--- src/pkg/acq_ctrl_pkg.sv ---
// Purpose: constants and types for the acquisition mode and analog control bank
// Assumes: AXI4-Lite, 32-bit data, one register per aligned word
// Notes:   printed offsets are register indices; byte address is index times four
package acq_ctrl_pkg;
  // ==========================================================
  // register indices
  localparam logic [5:0] IDX_DROP_HI   = 6'h0F;
  localparam logic [5:0] IDX_DROP_LO   = 6'h10;
  localparam logic [5:0] IDX_THR_HI    = 6'h11;
  localparam logic [5:0] IDX_THR_LO    = 6'h12;
  localparam logic [5:0] IDX_AMP_GAIN  = 6'h13;
  localparam logic [5:0] IDX_PD_ONE    = 6'h14;
  localparam logic [5:0] IDX_IRQ_STAT  = 6'h18;
  localparam logic [5:0] IDX_IRQ_MASK  = 6'h19;
  // ==========================================================
  // reset values
  localparam logic [7:0] RST_BYTE_ZERO = 8'h00;
  localparam logic [7:0] RST_AMP_GAIN  = 8'h50;
  localparam logic [7:0] RST_PD_ONE    = 8'hCF;
  // ==========================================================
  // field layout
  localparam int         AMP_CUR_LSB   = 6;
  localparam int         AMP_VOLT_LSB  = 4;
  localparam logic [7:0] AMP_RW_MASK   = 8'hF0;
  localparam logic [7:0] PD_RW_MASK    = 8'hCF;
  localparam int         IRQ_DROP_BIT  = 0;
  localparam int         IRQ_THR_BIT   = 1;
  localparam logic [1:0] IRQ_RW_MASK   = 2'h3;
  // ==========================================================
  // bus responses
  localparam logic [1:0] RESP_OKAY     = 2'h0;
  localparam logic [1:0] RESP_SLVERR   = 2'h2;
  // ==========================================================
  // types
  typedef enum logic [1:0] {
    DROP_IDLE  = 2'b00,
    DROP_COUNT = 2'b01,
    DROP_ARMED = 2'b11
  } drop_state_e;

  typedef struct packed {
    logic [1:0] cur_gain;
    logic [1:0] volt_gain;
    logic       chop_cur_en;
    logic       chop_volt_en;
    logic       cur_amp_en;
    logic       cur_mod_en;
    logic       volt_amp_en;
    logic       volt_mod_en;
  } analog_ctrl_s;
endpackage

--- src/rtl/acq_mode_analog_ctrl_regs.sv ---
// Purpose: drop count, threshold, gain and power-down control bank on AXI4-Lite
// Assumes: mode and sample inputs come from logic on sys_clk
// Notes:   16-bit values reach the block only once both bytes are written
`timescale 1ns/10ps
module acq_mode_analog_ctrl_regs #(
  parameter int ADDR_W = 8
) (
  input  wire logic                      sys_clk,
  input  wire logic                      nrst,
  input  wire logic [ADDR_W-1:0]         s_axi_awaddr,
  input  wire logic                      s_axi_awvalid,
  output logic                           s_axi_awready,
  input  wire logic [31:0]               s_axi_wdata,
  input  wire logic [3:0]                s_axi_wstrb,
  input  wire logic                      s_axi_wvalid,
  output logic                           s_axi_wready,
  output logic [1:0]                     s_axi_bresp,
  output logic                           s_axi_bvalid,
  input  wire logic                      s_axi_bready,
  input  wire logic [ADDR_W-1:0]         s_axi_araddr,
  input  wire logic                      s_axi_arvalid,
  output logic                           s_axi_arready,
  output logic [31:0]                    s_axi_rdata,
  output logic [1:0]                     s_axi_rresp,
  output logic                           s_axi_rvalid,
  input  wire logic                      s_axi_rready,
  input  wire logic                      second_normal_mode,
  input  wire logic                      sample_valid,
  input  wire logic [15:0]               current_sample,
  output acq_ctrl_pkg::analog_ctrl_s     analog_ctrl,
  output logic [15:0]                    sample_drop_count,
  output logic [15:0]                    current_threshold,
  output logic                           irq
);
  import acq_ctrl_pkg::*;

  // ==========================================================
  // decode
  function automatic logic idx_mapped(input logic [5:0] idx);
    idx_mapped = (idx >= IDX_DROP_HI && idx <= IDX_PD_ONE) ||
                 idx == IDX_IRQ_STAT || idx == IDX_IRQ_MASK;
  endfunction

  logic              aw_held_reg;
  logic [5:0]        aw_idx_reg;
  logic              w_held_reg;
  logic [7:0]        w_byte_reg;
  logic              w_lane_reg;
  logic              bvalid_reg;
  logic [1:0]        bresp_reg;
  logic              rvalid_reg;
  logic [1:0]        rresp_reg;
  logic [31:0]       rdata_reg;
  logic [7:0]        drop_hi_reg;
  logic [7:0]        drop_lo_reg;
  logic [7:0]        thr_hi_reg;
  logic [7:0]        thr_lo_reg;
  logic [7:0]        amp_reg;
  logic [7:0]        pd_reg;
  logic [1:0]        stat_reg;
  logic [1:0]        mask_reg;
  logic              drop_hi_wr_reg;
  logic              drop_lo_wr_reg;
  logic              thr_hi_wr_reg;
  logic              thr_lo_wr_reg;
  logic [15:0]       drop_act_reg;
  logic [15:0]       thr_act_reg;
  logic [15:0]       dropped_reg;
  drop_state_e       state_reg;
  drop_state_e       state_next;

  wire               aw_fire  = s_axi_awvalid & s_axi_awready;
  wire               w_fire   = s_axi_wvalid & s_axi_wready;
  wire               ar_fire  = s_axi_arvalid & s_axi_arready;
  wire [5:0]         wr_idx   = aw_held_reg ? aw_idx_reg : s_axi_awaddr[7:2];
  wire [7:0]         wr_byte  = w_held_reg ? w_byte_reg : s_axi_wdata[7:0];
  wire               wr_lane  = w_held_reg ? w_lane_reg : s_axi_wstrb[0];
  wire               wr_go    = (aw_held_reg | aw_fire) & (w_held_reg | w_fire) & ~bvalid_reg;
  wire               wr_ok    = wr_go & wr_lane & idx_mapped(wr_idx);
  wire               wr_dhi   = wr_ok & (wr_idx == IDX_DROP_HI);
  wire               wr_dlo   = wr_ok & (wr_idx == IDX_DROP_LO);
  wire               wr_thi   = wr_ok & (wr_idx == IDX_THR_HI);
  wire               wr_tlo   = wr_ok & (wr_idx == IDX_THR_LO);
  wire               wr_amp   = wr_ok & (wr_idx == IDX_AMP_GAIN);
  wire               wr_pd    = wr_ok & (wr_idx == IDX_PD_ONE);
  wire               wr_stat  = wr_ok & (wr_idx == IDX_IRQ_STAT);
  wire               wr_mask  = wr_ok & (wr_idx == IDX_IRQ_MASK);
  wire [5:0]         rd_idx   = s_axi_araddr[7:2];

  // pairing: both bytes seen, counting the byte written this cycle
  wire               drop_pair = (drop_hi_wr_reg | wr_dhi) & (drop_lo_wr_reg | wr_dlo);
  wire               thr_pair  = (thr_hi_wr_reg | wr_thi) & (thr_lo_wr_reg | wr_tlo);
  wire [7:0]         drop_hi_v = wr_dhi ? wr_byte : drop_hi_reg;
  wire [7:0]         drop_lo_v = wr_dlo ? wr_byte : drop_lo_reg;
  wire [7:0]         thr_hi_v  = wr_thi ? wr_byte : thr_hi_reg;
  wire [7:0]         thr_lo_v  = wr_tlo ? wr_byte : thr_lo_reg;

  // ==========================================================
  // read mux
  logic [7:0] rd_byte;
  always_comb begin
    case (rd_idx)
      IDX_DROP_HI:  rd_byte = drop_hi_reg;
      IDX_DROP_LO:  rd_byte = drop_lo_reg;
      IDX_THR_HI:   rd_byte = thr_hi_reg;
      IDX_THR_LO:   rd_byte = thr_lo_reg;
      IDX_AMP_GAIN: rd_byte = amp_reg & AMP_RW_MASK;
      IDX_PD_ONE:   rd_byte = pd_reg & PD_RW_MASK;
      IDX_IRQ_STAT: rd_byte = {6'h00, stat_reg};
      IDX_IRQ_MASK: rd_byte = {6'h00, mask_reg};
      default:      rd_byte = 8'h00;
    endcase
  end

  // ==========================================================
  // bus handshake
  assign s_axi_awready = ~aw_held_reg & ~bvalid_reg;
  assign s_axi_wready  = ~w_held_reg & ~bvalid_reg;
  assign s_axi_arready = ~rvalid_reg;
  assign s_axi_bvalid  = bvalid_reg;
  assign s_axi_bresp   = bresp_reg;
  assign s_axi_rvalid  = rvalid_reg;
  assign s_axi_rresp   = rresp_reg;
  assign s_axi_rdata   = rdata_reg;

  always_ff @(posedge sys_clk) begin
    if (!nrst) begin
      aw_held_reg <= 1'b0;
      aw_idx_reg  <= 6'h00;
      w_held_reg  <= 1'b0;
      w_byte_reg  <= 8'h00;
      w_lane_reg  <= 1'b0;
      bvalid_reg  <= 1'b0;
      bresp_reg   <= RESP_OKAY;
    end else begin
      if (aw_fire && !wr_go) begin
        aw_held_reg <= 1'b1;
        aw_idx_reg  <= s_axi_awaddr[7:2];
      end else if (wr_go) begin
        aw_held_reg <= 1'b0;
      end
      if (w_fire && !wr_go) begin
        w_held_reg <= 1'b1;
        w_byte_reg <= s_axi_wdata[7:0];
        w_lane_reg <= s_axi_wstrb[0];
      end else if (wr_go) begin
        w_held_reg <= 1'b0;
      end
      if (wr_go) begin
        bvalid_reg <= 1'b1;
        bresp_reg  <= idx_mapped(wr_idx) ? RESP_OKAY : RESP_SLVERR;
      end else if (s_axi_bready) begin
        bvalid_reg <= 1'b0;
      end
    end
  end

  always_ff @(posedge sys_clk) begin
    if (!nrst) begin
      rvalid_reg <= 1'b0;
      rresp_reg  <= RESP_OKAY;
      rdata_reg  <= 32'h0000_0000;
    end else if (ar_fire) begin
      rvalid_reg <= 1'b1;
      rresp_reg  <= idx_mapped(rd_idx) ? RESP_OKAY : RESP_SLVERR;
      rdata_reg  <= {24'h00_0000, rd_byte};
    end else if (s_axi_rready) begin
      rvalid_reg <= 1'b0;
    end
  end

  // ==========================================================
  // byte registers, reset
  always_ff @(posedge sys_clk) begin
    if (!nrst) begin
      drop_hi_reg <= RST_BYTE_ZERO;
      drop_lo_reg <= RST_BYTE_ZERO;
      thr_hi_reg  <= RST_BYTE_ZERO;
      thr_lo_reg  <= RST_BYTE_ZERO;
      amp_reg     <= RST_AMP_GAIN;
      pd_reg      <= RST_PD_ONE;
      mask_reg    <= 2'h0;
    end else begin
      drop_hi_reg <= drop_hi_v;
      drop_lo_reg <= drop_lo_v;
      thr_hi_reg  <= thr_hi_v;
      thr_lo_reg  <= thr_lo_v;
      if (wr_amp) amp_reg  <= wr_byte & AMP_RW_MASK;
      if (wr_pd)  pd_reg   <= wr_byte & PD_RW_MASK;
      if (wr_mask) mask_reg <= wr_byte[1:0] & IRQ_RW_MASK;
    end
  end

  // ==========================================================
  // paired 16-bit values
  always_ff @(posedge sys_clk) begin
    if (!nrst) begin
      drop_hi_wr_reg <= 1'b0;
      drop_lo_wr_reg <= 1'b0;
      thr_hi_wr_reg  <= 1'b0;
      thr_lo_wr_reg  <= 1'b0;
      drop_act_reg   <= {RST_BYTE_ZERO, RST_BYTE_ZERO};
      thr_act_reg    <= {RST_BYTE_ZERO, RST_BYTE_ZERO};
    end else begin
      drop_hi_wr_reg <= drop_pair ? 1'b0 : (drop_hi_wr_reg | wr_dhi);
      drop_lo_wr_reg <= drop_pair ? 1'b0 : (drop_lo_wr_reg | wr_dlo);
      thr_hi_wr_reg  <= thr_pair ? 1'b0 : (thr_hi_wr_reg | wr_thi);
      thr_lo_wr_reg  <= thr_pair ? 1'b0 : (thr_lo_wr_reg | wr_tlo);
      if (drop_pair) drop_act_reg <= {drop_hi_v, drop_lo_v};
      if (thr_pair)  thr_act_reg  <= {thr_hi_v, thr_lo_v};
    end
  end

  // ==========================================================
  // sample drop sequence in second normal mode
  wire drop_done = (state_reg == DROP_COUNT) & sample_valid &
                   (dropped_reg == drop_act_reg);
  wire thr_hit   = (state_reg == DROP_ARMED) & sample_valid &
                   (current_sample >= thr_act_reg);

  always_comb begin
    state_next = state_reg;
    case (state_reg)
      DROP_IDLE:  if (second_normal_mode) state_next = DROP_COUNT;
      DROP_COUNT: if (!second_normal_mode) state_next = DROP_IDLE;
                  else if (drop_done) state_next = DROP_ARMED;
      DROP_ARMED: if (!second_normal_mode) state_next = DROP_IDLE;
      default:    state_next = DROP_IDLE;
    endcase
  end

  always_ff @(posedge sys_clk) begin
    if (!nrst) begin
      state_reg   <= DROP_IDLE;
      dropped_reg <= 16'h0000;
    end else begin
      state_reg <= state_next;
      // counter saturates: a count changed downward mid-run cannot wrap past it
      if (state_reg != DROP_COUNT)
        dropped_reg <= 16'h0000;
      else if (sample_valid && !drop_done && dropped_reg != 16'hFFFF)
        dropped_reg <= dropped_reg + 16'h0001;
    end
  end

  // ==========================================================
  // interrupt status, set wins over write-one-clear
  logic [1:0] events;
  assign events[IRQ_DROP_BIT] = drop_done;
  assign events[IRQ_THR_BIT]  = thr_hit;
  wire  [1:0] stat_clr = wr_stat ? wr_byte[1:0] : 2'h0;

  always_ff @(posedge sys_clk) begin
    if (!nrst) stat_reg <= 2'h0;
    else       stat_reg <= (stat_reg & ~stat_clr) | events;
  end

  assign irq = |(stat_reg & mask_reg);

  // ==========================================================
  // outputs
  assign analog_ctrl.cur_gain     = amp_reg[AMP_CUR_LSB +: 2];
  assign analog_ctrl.volt_gain    = amp_reg[AMP_VOLT_LSB +: 2];
  assign analog_ctrl.chop_cur_en  = pd_reg[7];
  assign analog_ctrl.chop_volt_en = pd_reg[6];
  assign analog_ctrl.cur_amp_en   = pd_reg[3];
  assign analog_ctrl.cur_mod_en   = pd_reg[2];
  assign analog_ctrl.volt_amp_en  = pd_reg[1];
  assign analog_ctrl.volt_mod_en  = pd_reg[0];
  assign sample_drop_count        = drop_act_reg;
  assign current_threshold        = thr_act_reg;
endmodule

--- config.mk ---
export PLATFORM = sky130hd
export DESIGN_NAME = acq_mode_analog_ctrl_regs
export DESIGN_NICKNAME = d
export VERILOG_FILES = /design/src/pkg/acq_ctrl_pkg.sv /design/src/rtl/acq_mode_analog_ctrl_regs.sv
export SDC_FILE = /design/constraint.sdc
export NUM_CORES = 1
export LEC_CHECK = 0
export BUFFER_PORTS_ARGS = -buffer_cell sky130_fd_sc_hd__clkbuf_2
export CAP_MARGIN = 20
export CORE_AREA = 2 2 105 132
export DETAILED_ROUTE_END_ITERATION = 16
export DIE_AREA = 0 0 107 134
export MAX_ROUTING_LAYER = met4
export PLACE_DENSITY = 0.84
export RECOVER_POWER = 50
export SLEW_MARGIN = 20
export SYNTH_ARGS = -nofsm -noshare
export SYNTH_HDL_FRONTEND = slang
export SYNTH_SLANG_ARGS = --single-unit
--- constraint.sdc ---
create_clock -name sys_clk -period 3.9 [get_ports sys_clk]
set_input_delay 0.585 -clock sys_clk [delete_from_list [all_inputs] [get_ports sys_clk]]
set_output_delay 0.585 -clock sys_clk [all_outputs]
set_load 0.01 [all_outputs]
==> results.ini <==
[logic_synthesis]
synthMuxAreaShare = 0.1121
synth_top_area_frac = 0.4038
synth_compound_area_frac = 0.1440
yosys.area_share.adder = 0.03326
synth_edf_count = 0
yosysTopAreaCell = dfxtp_1
synthArstFlopShare = 0
synthSimpleGateAreaFrac = 0.2097
synthDistinctLibCells = 63
synth-xor-area-share = 0.02191
ys_seq_area_frac = 0.4038
syn_inst = 721
synthTopCellsByArea = dfxtp_1, mux2i_1, o21ai_0
avgSynthCellArea_um2 = 8.869
ys.flop_type = dfxtp_1
ys_ff_latch = 129
synth_warnings = 0
synth_top_family_by_area = simple AND/OR/NAND/NOR gates
syn-cell-area_um2 = 6395

[critical_path]
crit_end = sample_drop_count[11]
r2r-end = current_threshold[7]
r2r_cells = 7
required_ns = 4.26
cp_max_fo = 45
critPathCaptureType = flop
crit_start = nrst
cp_num_buf_inv = 2
crit_arrival_ns = 3.51
crit_type = primary input to flop
crit_chain = clkbuf_1 -> clkbuf_1 -> and2_1 -> o22a_1
regToRegStartpoint = aw_held_reg
worstSetupStartpointType = primary input
cp_slowest_stage_delay_ns = 1.24
cpMostUsedCell = clkbuf_1
crit_cells = 4
cp_top_family = buffers and inverters
reg2reg_slack_ns = 0.86
cpMaxStageDelayCell = clkbuf_1

[clocking]
clk_path_buf_depth = 2
cts_hold_buf = 0
cts_sinks = 129
htreeDepth = 4
numCtsBuffers = 17
clock_latency_ns = 0.42
postCtsSetupRepairBufs = 0
cts_tree = yes
cts_resized = 0
path_clk_slew_ns = 0.06
root_buffer = clkbuf_16

[detailed_routing]
wl_per_cell_um = 16.21
vias = 5585
drtIter0Drc = 389
wl_um = 16130
ant_nets = 0
viasPerCell = 5.613
dr.pass1.iters = 5
drc = 0

[global_route]
globalRouteOverflowTotal = 0
grt_pass1_vias = 5284
grt_max_degree = 46
grt_usage = 0.2355
antenna_found_initial = 0
grt_pass1_wl_um = 25780

[placed_design]
dp_slack_ns = 0.8766
gp_congestion = 0.9322
hpwl_um = 11860
port-buffer-count = 103

[status]
violations = capacitance limit, slew limit
status = finished with violations

[timing]
rsz0062_at_grt = no
fin_crit_sh = 0.8081
skew_ns = 0.01180
max_freq_mhz = 317.3
holdWs_ns = 0.3821
finalHoldViolations = 0
setup-violations-final = 0
maxSlewViolCount = 46
layout_setup_ws_ns = 0.7483
finalCriticalPeriod_ns = 3.152
relSlewSlack = -0.1792
tns_ns = 0
tightestPinTransition_ns = 1.769

[pwr]
power_switching_share = 0.2363
total_power_mw = 3.216
power_density_nw_per_um2 = 432.5
intPower_mw = 2.456
max-vdd-ir-drop_v = 0.0002583
comb_power_share = 0.074
seq_power_share = 0.424
power.switching_uw = 759.9
leakagePower_nw = 3.139
p_clk_frac = 0.502

[final_layout]
nNetsFinal = 905
drive_above_1_share = 0.1286
area_growth_pct = 16.26
postLayoutCoreUtil = 0.5669
final_common_cell = dfxtp_1
antenna_cells = 0
final_cell_mix = dfxtp_1, clkbuf_1, nand2_1

[floorplan]
fp.dieH_um = 134
start_util = 0.4876
core_um2 = 13110
io_pins = 161
die_x_um = 107
row_count = 47
dieArea_um2 = 14340

[flow_run]
max-cap-violations = 1

[worst_hold_path]
hold_path_class = primary input to flop

==> metrics by stage <==
stage          instance area, um^2  cells
2_1_floorplan                 6489    746
3_5_place_dp                  6909    963
5_1_grt                       7435    995
6_report                      7435    995
4_1_cts                       7515    995
3_3_place_gp                  6909    963
==> kinds of logic (layout without fill, tap and decap cells) <==
group,after synthesis,after routing
mux,68,68
compound gates,148,148
flops,129,129
xor+xnor,16,16
simple gates,251,251
fa+ha+maj,17,17
buf+inv,91,169
other cells,1,26
==> power by group through the flow <==
stage               registers (mW)  logic, mW  clock network (mW)
global route                  1.37      0.261                1.69
floorplan                     1.39      0.179                   0
finish                        1.36      0.237                1.61
CTS                           1.36      0.238                1.62
global placement              1.39      0.232                   0
detailed placement            1.39      0.236                   0
==> how the worst min path moves through the flow <==
| stage | from | to | cells after the start |
|---|---|---|---|
| finish | second_normal_mode | state_reg[0] | 3 |
| CTS | second_normal_mode | state_reg[0] | 3 |
| global placement | drop_hi_reg[4] | s_axi_rdata[4] | 2 |
| detailed placement | thr_lo_reg[2] | s_axi_rdata[2] | 2 |
| floorplan | thr_lo_reg[2] | s_axi_rdata[2] | 2 |
| global route | second_normal_mode | state_reg[0] | 3 |
==> worst min-delay path, delay by kind of cell <==
| kind | cells | cell delay, ns |
|---|---|---|
| buffers and inverters | 1 | 0.09 |
| AND/OR/NAND/NOR | 1 | 0.05 |
| AO/OA/AOI/OAI | 1 | 0.03 |
==> synth_stat cells (all sizes together), types with 3 or more instances <==
cell	number
ha	17
nor3	5
nor2	27
clkbuf	27
a22o	3
nand3b	3
a21o	8
a22oi	3
o211ai	6
nand2	61
and3	9
dfxtp	129
o22a	8
xor2	16
nand3	45
nor4	9
a21oi	29
nor3b	7
nor2b	23
or3b	3
or4	9
o21ai	59
or3	13
a221oi	4
mux2	26
mux2i	42
inv	25
and2	18
nand2b	4
nand4	10
a31oi	10
buf	39
==> area by class of cell <==
type | count | area, um^2
well taps | 171 | 214.0
repair buffers | 112 | 503.0
clock buffers | 20 | 446.7
fillers | 1159 | 5679
inverters | 25 | 93.84
multi-input cells | 526 | 3436
clock inverters | 12 | 158.9
flip-flops and latches | 129 | 2582
==> per-layer routing <==
| metal | global-route usage | part of all wire |
|---|---|---|
| met1 | 0.2674 | 0.40 |
| met2 | 0.3949 | 0.51 |
| met3 | 0.05248 | 0.058 |
| met4 | 0.1068 | 0.027 |
| met5 | - | 0 |
Note: power is estimated with default switching activity, not from simulation.
